$ cat config.mk
export PLATFORM = sky130hd
export DESIGN_NAME = intercept_corr_header_framer
export DESIGN_NICKNAME = d
export VERILOG_FILES = /design/src/hw/corr_header_pkg.sv /design/src/hw/intercept_corr_header_framer.sv
export SDC_FILE = /design/constraint.sdc
export NUM_CORES = 1
export LEC_CHECK = 0
export BUFFER_PORTS_ARGS = -buffer_cell sky130_fd_sc_hd__buf_4
export CAP_MARGIN = 20
export CORE_ASPECT_RATIO = 1.4
export CORE_MARGIN = 1
export CORE_UTILIZATION = 30
export CTS_BUF_LIST = sky130_fd_sc_hd__clkbuf_2 sky130_fd_sc_hd__clkbuf_4 sky130_fd_sc_hd__clkbuf_8
export DETAILED_ROUTE_END_ITERATION = 10
export HOLD_SLACK_MARGIN = 0.15
export SYNTH_ARGS = -nofsm -noshare
export SYNTH_HDL_FRONTEND = slang
export SYNTH_SLANG_ARGS = --single-unit
$ cat constraint.sdc
create_clock -name clock -period 4.6 [get_ports clock]
set_clock_uncertainty 0.1 [all_clocks]
set_input_delay 0.69 -clock clock [delete_from_list [all_inputs] [get_ports clock]]
set_output_delay 0.69 -clock clock [all_outputs]
set_load 0.02 [all_outputs]
$ cat src/hw/corr_header_pkg.sv
// Package for the correlation header framer: header layout constants and carrier structs.
// Assumes a byte-wide streaming datapath on a single clock.
package corr_header_pkg;

  localparam int HEADER_OCTETS = 20;
  localparam logic [2:0] HDR_VERSION = 3'h0;
  localparam logic [7:0] MSG_TYPE_VALUE = 8'hff;
  localparam logic [7:0] FILL_ZERO = 8'h00;
  localparam logic [7:0] FILL_ONES = 8'hff;
  localparam logic [15:0] SEQ_RESET = 16'h0000;
  localparam int LEN_HI_OCTET = 2;
  localparam int LEN_LO_OCTET = 3;
  localparam int SEQ_HI_OCTET = 4;
  localparam int SEQ_LO_OCTET = 5;
  localparam int ZERO_FIRST = 6;
  localparam int ZERO_LAST = 7;
  localparam int ONES_FIRST = 8;
  localparam int ONES_LAST = 11;
  localparam int CORR_FIRST = 12;
  localparam logic [4:0] INDEX_RESET = 5'h00;

  typedef enum logic [1:0] {
    TRANSPORT_UDP = 2'b00,
    TRANSPORT_TCP = 2'b01
  } transport_e;

  typedef struct packed {
    logic uplink;
    logic serving_node;
    logic [15:0] payload_length;
    logic [31:0] gateway_node_identifier;
    logic [31:0] context_charge_identifier;
  } packet_info_s;

  typedef struct packed {
    logic [7:0] data;
    logic last;
  } octet_s;

endpackage

$ cat src/hw/intercept_corr_header_framer.sv
// Framer that prepends a 20-octet correlation header to each copied intercepted packet.
// Assumes the upstream copy logic presents one whole packet per info word and a TCP/UDP
// stack downstream that accepts a framed octet stream with valid/ready.
//
// Function
// - Prepend header to copied packet, forward it.
// - Output goes to UDP or TCP stack.
// - Version bits of octet 1 are zero.
// - Direction bit: one uplink, zero downlink.
// - Message type octet is always 255.
// - Octets 3-4 big-endian payload length.
// - Octets 5-6 increasing big-endian sequence number.
// - Octets 7-8 zero, octets 9-12 255.
// - Octets 13-20 gateway id and charge id.
// - Node bit: zero gateway, one serving node.
// - Exactly one payload after each header.
// - No reaction to receiver failure; TCP retransmits.
`timescale 1ns/1ps

module intercept_corr_header_framer
  import corr_header_pkg::*;
#(
  parameter int OCTET_WIDTH = 8
) (
  // Clock and reset.
  input wire logic clock,
  input wire logic reset,
  // Transport selection for the downstream stack.
  input wire transport_e transport_select,
  output transport_e transport_active,
  // Packet description, one per copied packet.
  input wire packet_info_s info_data,
  input wire logic info_valid,
  output logic info_ready,
  // Copied packet octets (original header plus payload).
  input wire octet_s in_octet,
  input wire logic in_valid,
  output logic in_ready,
  // Framed output stream.
  output octet_s out_octet,
  output logic out_valid,
  input wire logic out_ready,
  // Status.
  output logic [15:0] sequence_number,
  output logic busy
);

  initial begin
    if (OCTET_WIDTH != 8) begin
      $error("Octet width must be 8.");
    end
  end

  ////////////////////////////////////////////////////////////////////////////////

  typedef enum logic [1:0] {
    IDLE = 2'b00,
    HEADER = 2'b01,
    PAYLOAD = 2'b10
  } state_e;

  state_e state_reg, state_next;
  logic [4:0] index_reg, index_next;
  logic [15:0] seq_reg, seq_next;
  packet_info_s info_reg, info_next;
  octet_s out_reg, out_next;
  logic valid_reg, valid_next;
  transport_e transport_reg, transport_next;

  // Header octet for a given position.
  function automatic logic [7:0] header_octet(input logic [4:0] idx, input packet_info_s inf,
                                              input logic [15:0] seq);
    logic [63:0] corr;
    logic [7:0] res;
    corr = {inf.gateway_node_identifier, inf.context_charge_identifier};
    res = FILL_ZERO;
    if (idx == 5'h00) begin
      res = {HDR_VERSION, 1'b1, 1'b1, inf.serving_node, inf.uplink, 1'b0};
    end else if (idx == 5'h01) begin
      res = MSG_TYPE_VALUE;
    end else if (idx == 5'(LEN_HI_OCTET)) begin
      res = inf.payload_length[15:8];
    end else if (idx == 5'(LEN_LO_OCTET)) begin
      res = inf.payload_length[7:0];
    end else if (idx == 5'(SEQ_HI_OCTET)) begin
      res = seq[15:8];
    end else if (idx == 5'(SEQ_LO_OCTET)) begin
      res = seq[7:0];
    end else if (idx >= 5'(ZERO_FIRST) && idx <= 5'(ZERO_LAST)) begin
      res = FILL_ZERO;
    end else if (idx >= 5'(ONES_FIRST) && idx <= 5'(ONES_LAST)) begin
      res = FILL_ONES;
    end else begin
      res = corr[8'(63 - 8 * (32'(idx) - CORR_FIRST)) -: 8];
    end
    return res;
  endfunction

  ////////////////////////////////////////////////////////////////////////////////

  logic slot_free;
  assign slot_free = !valid_reg || out_ready;
  assign info_ready = (state_reg == IDLE);
  assign in_ready = (state_reg == PAYLOAD) && slot_free;

  always_comb begin
    state_next = state_reg;
    index_next = index_reg;
    seq_next = seq_reg;
    info_next = info_reg;
    out_next = out_reg;
    valid_next = valid_reg && !out_ready;
    transport_next = transport_reg;
    unique case (state_reg)
      IDLE: begin
        if (info_valid) begin
          info_next = info_data;
          transport_next = transport_select;
          index_next = INDEX_RESET;
          state_next = HEADER;
        end
      end
      HEADER: begin
        if (slot_free) begin
          out_next.data = header_octet(index_reg, info_reg, seq_reg);
          out_next.last = 1'b0;
          valid_next = 1'b1;
          if (index_reg == 5'(HEADER_OCTETS - 1)) begin
            state_next = PAYLOAD;
          end else begin
            index_next = index_reg + 5'h01;
          end
        end
      end
      PAYLOAD: begin
        if (slot_free && in_valid) begin
          out_next = in_octet;
          valid_next = 1'b1;
          if (in_octet.last) begin
            seq_next = seq_reg + 16'h0001;
            state_next = IDLE;
          end
        end
      end
      default: begin
        state_next = IDLE;
      end
    endcase
  end

  always_ff @(posedge clock) begin
    if (reset) begin
      state_reg <= IDLE;
      index_reg <= INDEX_RESET;
      seq_reg <= SEQ_RESET;
      info_reg <= '0;
      out_reg <= '0;
      valid_reg <= 1'b0;
      transport_reg <= TRANSPORT_UDP;
    end else begin
      state_reg <= state_next;
      index_reg <= index_next;
      seq_reg <= seq_next;
      info_reg <= info_next;
      out_reg <= out_next;
      valid_reg <= valid_next;
      transport_reg <= transport_next;
    end
  end

  assign out_octet = out_reg;
  assign out_valid = valid_reg;
  assign sequence_number = seq_reg;
  assign busy = (state_reg != IDLE);
  assign transport_active = transport_reg;

endmodule

==> results of run 1 <==
## worst paths after layout
path | from | end | slack (ns) | cells after the start
worst max-delay path | index_reg[1] | out_octet[4] | 1.49 | 7
worst min-delay path | info_reg[55] | info_reg[55] | 0.35 | 2
worst max register to register | index_reg[1] | out_octet[4] | 1.49 | 7
worst min register to register | info_reg[55] | info_reg[55] | 0.35 | 2
## per-stage QoR
step / setup slack, ns / std cells / total power, mW / instance area (um^2)
floorplan: 1.92 / 712 / 1.42 / 5720
global placement: 1.61 / 1043 / 1.61 / 6840
detailed placement: 1.54 / 1043 / 1.61 / 6840
CTS: 1.52 / 1075 / 2.74 / 7320
global route: 1.24 / 1075 / 2.84 / 7320
finish: 1.49 / 1075 / 2.71 / 7320
## cells in the mapped netlist, drive strengths merged, types with 5 or more instances
library cell | number | area, um^2
xnor2 | 7 | 61.3
ha | 12 | 150
nor4 | 7 | 50.1
buf | 12 | 58.8
nor2 | 34 | 128
nand3 | 10 | 50.1
o21ai | 19 | 95.1
dfxtp | 117 | 2340
xor2 | 9 | 78.8
a21oi | 98 | 494
clkbuf | 35 | 131
nand2b | 5 | 31.3
nand2 | 214 | 803
a211oi | 8 | 70.1
nand4 | 8 | 50.1
a31oi | 8 | 50.1
o221ai | 7 | 61.3
and3 | 5 | 31.3
mux4 | 16 | 360
inv | 13 | 48.8
nor3 | 8 | 40.0
## tightest hold or removal path: stages (launching register included)
cell	delay, ns
dfxtp_1	0.31
nand2_1	0.05
a21oi_1	0.05
## routing by layer
layer  global-route usage [%]  up-vias  wire length, um
li1                         -     2688                -
met1                     21.6     2523             7410
met2                     32.2      116             8990
met4                     6.44        0              319
met3                     4.33       19              681
met5                        0        -                0
## power by group
| group | switching, mW | internal [mW] |
|---|---|---|
| registers | 0.0465 | 1.09 |
| clock network | 0.462 | 0.665 |
| logic | 0.261 | 0.187 |
| total | 0.770 | 1.94 |
## cell families (layout without fill, tap and decap cells)
kind of cell	Yosys count	in the layout	synth area share, %
simple gates	315	315	23.9
compound gates	170	170	18.6
flops	117	117	41.0
buf+inv	61	180	4.25
mux	21	21	7.20
xor+xnor	16	16	2.45
fa+ha+maj	12	12	2.63
## final cells by class
| class | instances | area (um^2) |
|---|---|---|
| clock inverter | 14 | 225 |
| sequential | 117 | 2340 |
| multi-input combinational | 534 | 3140 |
| tap | 244 | 305 |
| fill | 2002 | 11300 |
| clock buffer | 18 | 248 |
| inverter | 14 | 52.6 |
| timing repair buffer | 134 | 1010 |
==> metrics.txt, run 1 <==
H-tree levels 4; WP data required 4.87 ns; placement row count 59; Max-slew headroom 37.7%; CP Launch Type flop; per-cell routed wire length 16.2 um; Post-synth EDFFs 0; CTS tree done; unrepaired setup endpoints after global routing no; Horiz. Die Dim 119 um; post-CTS setup buffer count 0; share of layout cells above drive strength 1 23.8%; post-synthesis async set-or-reset flop share 0%; latest clock arrival within the worst-skew pair 0.45 ns; Critical-path top delay cell dfxtp_1; Post-CTS Resized 0; post-synthesis cell type count 61; worst vdd ir 0.184 mV; critical path peak fanout 15; CP Class flop to flop; Max Slew Vio Count 0; yosys synthesis warning count 0; setup violators final 0; Max Freq 321 MHz; GPL Wtd Cong 0.869; cts hold-fix bufs 0; Hold Path Class flop to flop; Root Buffer clkbuf_8; Post-DP HPWL 13000 um; Slew @ Worst Pin 0.932 ns; drt pass-1 iters 4; Synth Net Count 822; Initial Util 30.7%; hold slack 0.354 ns; crit path capture type flop; Seq cells post-synth 117; Congestion Overflow GR 0; Core ar. 0.0186 mm^2; leakage 2.90 nW; DRC 0; commonest non-fill, non-tap cell in the layout nand2_1; wire length of the first global-routing pass 27300 um; Post-Route Utilization 39.3%; Initial DRC Count 319; post-DR vias/cell 4.97; # port buffers 128; Post-synth top flop dfxtp_1; vias in the first global route 5093; gr usage total 18.2%; Final ANT Viol Nets 0; clock buffer count from CTS 17; pwr dens 370 mW/mm^2; Syn Area/Cell 8.03 um^2; pin count of the biggest net entering global routing 77; io pins 129; Syn-to-layout area delta 27.9%; worst-case clock buffer depth 2; TNS Setup 0 ns; Routed WL 17400 um; Largest register FFs 82; critical path arrival 3.39 ns; Worst-path clk slew 0.07 ns; Gate Count Post-Synth 712; Die H 165 um; critical path's largest stage delay 0.64 ns; cells along the critical path clkinv_1 > ha_1 > and3b_1 > or4b_4 > o32ai_4 > a221oi_2 > a211oi_2; min Tclk post-route 3.11 ns; commonest non-fill, non-tap cells in the layout 213 x nand2_1, 134 x buf_4, 117 x dfxtp_1; Vias 5346; status complete, no violations; Post-Syn Area 0.00572 mm^2; # diodes 0; Final Net Count 928; die area 0.0196 mm^2; final hold vios 0; family with the most delay on the worst path simple AND/OR/NAND/NOR gates; sequential fraction of the synthesis area 41.0%; Tcrit/Tclk final 67.6%; total of max-cap violations 0; CTS sink count 117; WP buf/inv 1; initial antenna violation count 0
(Power assumes the default switching activity.)
==> run 2, diff against run 1 <==
Settings changed: ABC_AREA from default to 1.
Clock period 4.6 ns to 2.5 ns, I/O delays scaled along.
==> metrics.txt, run 2 <==
Gate Count Post-Synth 826 (+16%); Largest register FFs 82 (unchanged); main combinational cell family by area after synthesis compound AO/OA/AOI/OAI gates; complex-gate fraction of the synthesized area 23.6% (+5.0 points); crit path capture type flop; total of max-cap violations 0 (unchanged); Horiz. Die Dim 118 um (-0.37%); CTS sink count 117 (unchanged); area of placed instances 0.00692 mm^2 (+1.1%); Final Cell Area 0.00816 mm^2 (+12%); min Tclk post-route 2.31 ns (-0.805 ns); # port buffers 128 (unchanged); Die H 165 um (-0.37%); placement row count 59 (unchanged); critical path depth 14 (+7); Slew @ Worst Pin 0.498 ns (-0.435 ns); Final Net Count 1141 (+23%); xor/xnor share of the synthesized area 0.154% (-2.3 points); crit-path most repeated cell nand2_2; mux cell area share after synthesis 0% (-7.2 points); drt pass-1 iters 4 (unchanged); Critical-path top delay cell dfxtp_1; Syn Area/Cell 6.87 um^2 (-14%); critical path's largest stage delay 0.35 ns (-0.29 ns); wire length of the first global-routing pass 27400 um (+0.23%); Congestion Overflow GR 0 (unchanged); post-synthesis cell type count 35 (-43%); top cells by area, synth dfxtp_1 41%, o21ai_0 11%, a21oi_1 8.7%, nand2_1 7.8%, nor2_1 7.1%; Final ANT Viol Nets 0 (unchanged); Simple-Gate Fraction of Synth Area 22.1% (-1.8 points); critical path arrival 2.55 ns (-0.84 ns); commonest non-fill, non-tap cell in the layout buf_4; H-tree levels 4 (unchanged); cells along the critical path inv_2 > ha_4 > inv_1 > nand2_4 > nand3_4 > nor3_4 > nand2_2 > nor2_2 > nand3_2 > or2_1 > nor2_4 > nand2_2 > o21ai_1 > a21oi_1; multi-input logic area 0.00279 mm^2 (-11%); status complete, no violations; area leader, netlist dfxtp_1; latest clock arrival within the worst-skew pair 0.45 ns (about the same); Synth top area share 41.3% (+0.31 points); per-cell routed wire length 13.8 um (-15%); share of layout cells above drive strength 1 19.6% (-4.2 points); leakage 3.50 nW (+21%); commonest non-fill, non-tap cells in the layout 145 x buf_4, 128 x o21ai_0, 117 x nand2_1; Post-synth top flop dfxtp_1; Root Buffer clkbuf_8; Initial Util 30.6% (-0.11 points); gr usage total 18.2% (about the same); Vias 5981 (+12%); GPL Wtd Cong 0.808 (-7.0%); WP data required 2.74 ns (-2.13 ns); worst vdd ir 0.314 mV (+71%); worst-case clock buffer depth 2 (unchanged); Hold Path Class input pin to flop; sequential fraction of the synthesis area 41.3% (+0.31 points); CTS tree done; critical path peak fanout 6 (-9); Tcrit/Tclk final 92.3% (+25 points); Post-synth top cells 128 x o21ai_0, 118 x nand2_1, 117 x dfxtp_1; Post-synth EDFFs 0 (unchanged); io pins 129 (unchanged); Max-slew headroom 66.5% (+29 points); CP Class flop to flop; flop2flop setup slack 0.19 ns (-1.30 ns); Reg area 0.00234 mm^2 (+0.11%); die area 0.0195 mm^2 (-0.73%); top-count cell post-synth o21ai_0; Post-DP HPWL 12400 um (-5.1%); Worst-path clk slew 0.08 ns (about the same); # diodes 0 (unchanged); Synth Net Count 936 (+14%); post-synthesis adder-cell area fraction 2.65% (+0.020 points); clock buffer count from CTS 17 (unchanged); Syn-to-layout area delta 43.8%; setup violators final 0 (unchanged); pin count of the biggest net entering global routing 58 (-25%); hold slack 0.163 ns (-0.191 ns); initial antenna violation count 0 (unchanged); final hold vios 0 (unchanged); post-synthesis async set-or-reset flop share 0% (unchanged); Core ar. 0.0185 mm^2 (-0.40%); vias in the first global route 5617 (+10%); yosys synthesis warning count 0 (unchanged); R2R cell count 14 (+7); Post-Syn Area 0.00568 mm^2 (-0.74%); FILL cells 1918 (-4.2%); Max Freq 433 MHz (+35%); WP buf/inv 2 (+1); hold path depth 3 (+1); family with the most delay on the worst path simple AND/OR/NAND/NOR gates; DRC 0 (unchanged); Routed WL 17700 um (+2.0%); Seq cells post-synth 117 (unchanged); CP Launch Type flop; Initial DRC Count 311 (-2.5%); Max Slew Vio Count 0 (unchanged); post-DR vias/cell 4.64 (-6.6%); pwr dens 837 mW/mm^2 (+130%)
==> run 2: changes by cell type after synthesis, sizes merged, moves of 16 or more <==
cell / change
inv: +86
nand2: -92
o21ai: +110
nand3: +37
mux4: -16
nor2: +76
==> run 2: worst paths after layout <==
path | start | endpoint
max | state_reg[1] | sequence_number[15]
min | info_data[51] | info_reg[51]
max reg2reg | state_reg[1] | sequence_number[15]
min reg2reg | info_reg[57] | info_reg[57]
==> run 2: layout make-up <==
class | instances | share of cell area [%]
inverter | 101 | 4.71
sequential | 117 | 28.7
clock buffer | 21 | 3.46
tap | 244 | 3.74
clock inverter | 11 | 0.950
multi-input combinational | 562 | 34.2
timing repair buffer | 232 | 24.2
==> run 2: kinds of logic (layout without fill, tap and decap cells) <==
| group | Yosys count | count (layout) |
|---|---|---|
| AO/OA/AOI/OAI | 254 | 254 |
| AND/OR/NAND/NOR | 295 | 295 |
| adder cells (fa/ha/maj) | 12 | 12 |
| buffers and inverters | 147 | 365 |
| XOR/XNOR | 1 | 1 |
| flip-flops | 117 | 117 |
==> run 2: metal layers <==
layer  GRT usage [%]  vias to the layer above  routed length (um)  share of wire [%]
met5               0                        -                   0                  0
met4            9.27                        0                 586                3.3
met3            3.49                       34                 555                3.1
met2            33.3                      125                9320                 52
met1            20.1                     2711                7290                 41
li1                -                     3111                   -                  -
==> run 2: what timing repair did <==
action,CTS,global route
setup endpoints to repair,0,3
endpoints found under the hold margin,94,0
hold buffers,85,0
resized for setup,0,8
setup buffers,0,1
==> run 2: tightest hold or removal path: stages <==
cell	delay (ns)
buf_4	0.07
o21ai_0	0.10
a21oi_1	0.13
==> run 2: power by group <==
part / internal, mW / total, mW / switching [mW] / leakage (nW)
Clock: 0.771 / 1.59 / 0.816 / 0.170
Combinational: 1.05 / 2.73 / 1.68 / 2.37
Sequential: 2.33 / 2.52 / 0.194 / 0.964
==> run 2: metrics by stage <==
step	TNS, ns	cells	utilization, %	worst slack, ns	total power [mW]
global placement	0	1170	37.3	0.230	5.10
detailed placement	0	1170	37.3	0.167	5.14
global route	-0.00245	1288	44.1	-0.00245	7.37
floorplan	0	826	-	0.288	4.31
CTS	0	1287	43.9	0.157	6.86
finish	0	1288	44.1	0.193	6.84
==> run 3, diff against run 2 <==
Settings changed: ABC_AREA 1 to default.
==> metrics.txt, run 3 (synthesis results as in run 1) <==
commonest non-fill, non-tap cell in the layout nand2_1; r2r startpoint index_reg[0]; CP Launch Type flop; Pwr Total 5.04 mW (-26%); Final Net Count 1043 (-8.6%); Die H 165 um (+0.37%); pin count of the biggest net entering global routing 85 (+47%); R2R cell count 7 (-7); Worst-path clk slew 0.07 ns (about the same); Tcrit/Tclk final 91.6% (-0.71 points); Syn-to-layout area delta 47.0%; Max Freq 437 MHz (+0.77%); fin cells 1190 (-7.6%); flop2flop setup slack 0.21 ns (+0.02 ns); r2r endpoint out_octet[3]; clock buffer count from CTS 17 (unchanged); io pins 129 (unchanged); total of max-cap violations 0 (unchanged); placed insts 1069 (-8.6%); Routed WL 18900 um (+6.4%); latest clock arrival within the worst-skew pair 0.44 ns (about the same); # diodes 0 (unchanged); per-cell routed wire length 15.9 um (+15%); Hold Path Class input pin to flop; Final ANT Viol Nets 0 (unchanged); Max Slew Vio Count 0 (unchanged); gr usage total 19.6% (+1.4 points); Initial DRC Count 230 (-26%); critical path's largest stage delay 0.39 ns (+0.04 ns); setup violators final 0 (unchanged); leakage 3.43 nW (-2.0%); critical path peak fanout 11 (+5); CTS tree done; crit path capture in_ready; Vias 5824 (-2.6%); Post-DP HPWL 13600 um (+9.8%); Congestion Overflow GR 0 (unchanged); Horiz. Die Dim 119 um (+0.37%); worst-case clock buffer depth 2 (unchanged); DRC 0 (unchanged); pwr dens 599 mW/mm^2 (-28%); placement row count 59 (unchanged); Root Buffer clkbuf_8; WP data required 2.03 ns (-0.71 ns); CP Class flop to output port; die area 0.0196 mm^2 (+0.74%); CTS sink count 117 (unchanged); Slew @ Worst Pin 0.593 ns (+0.0958 ns); min Tclk post-route 2.29 ns (-0.0176 ns); cells along the critical path inv_1 > ha_1 > buf_4 > inv_1 > nor2_1 > buf_4; Largest register FFs 82 (unchanged); wire length of the first global-routing pass 29700 um (+8.3%); drt pass-1 iters 5 (+1); Core ar. 0.0186 mm^2 (+0.40%); initial antenna violation count 0 (unchanged); Post-Route Utilization 45.2% (+1.1 points); worst vdd ir 0.309 mV (-1.5%); crit path capture type output port; share of layout cells above drive strength 1 23.8% (+4.1 points); GPL Wtd Cong 0.916 (+13%); TNS Setup 0 ns (unchanged); area of placed instances 0.00707 mm^2 (+2.2%); Max-slew headroom 60.4% (-6.0 points); Final Cell Area 0.00841 mm^2 (+3.0%); critical path arrival 1.81 ns (-0.74 ns); H-tree levels 4 (unchanged); CP startpoint state_reg[0]; status complete, no violations; Critical-path top delay cell ha_1; unrepaired setup endpoints after global routing no; Initial Util 30.7% (+0.11 points); vias in the first global route 5688 (+1.3%); post-DR vias/cell 4.89 (+5.4%); final hold vios 0 (unchanged); post-CTS setup buffer count 0 (unchanged); commonest non-fill, non-tap cells in the layout 213 x nand2_1, 158 x buf_4, 117 x dfxtp_1; # port buffers 128 (unchanged)
## run 3: per-layer routing
metal,routed length [um],GRT usage [%]
met1,7770,22.2
met2,9890,36.0
met3,694,3.78
met4,518,8.23
met5,0,0
## run 3: worst min-delay path by stage
stage	start	to	cells past startpoint
2_1_floorplan	info_reg[70]	info_reg[70]	2
3_3_place_gp	info_reg[30]	info_reg[30]	2
3_5_place_dp	info_reg[21]	info_reg[21]	2
4_1_cts	in_octet[0]	sequence_number[2]	4
5_1_grt	in_octet[0]	out_octet[0]	3
6_report	in_valid	out_valid	3
## run 3: worst max-delay path: cells and delay by family (launching register included)
family / cells / cell delay, ns
simple gates: 1 / 0.14
flops: 1 / 0.33
buf+inv: 4 / 0.52
fa+ha+maj: 1 / 0.39
## run 3: cell type report
class	instances	area, um^2
multi-input combinational	534	3140
sequential	117	2340
clock inverter	9	149
fill	1917	10200
tap	244	305
timing repair buffer	249	2120
inverter	14	52.6
clock buffer	23	298
## run 3: stage by stage
step	hold slack, ns	worst slack (ns)
finish	0.208	0.211
global route	0.224	0.0911
CTS	0.184	0.129
detailed placement	0.345	0.165
global placement	0.339	0.187
floorplan	0.332	0.0265
## run 3: timing repair
item	in CTS	in global routing
hold endpoints to repair	96	0
setup endpoints to repair	0	2
resized for setup	0	1
hold buffers	89	0
## run 3: where the power goes
| part | switching [mW] | total (mW) | internal, mW |
|---|---|---|---|
| Clock | 0.764 | 1.96 | 1.19 |
| Sequential | 0.0826 | 2.08 | 2.00 |
| Combinational | 0.522 | 0.998 | 0.476 |
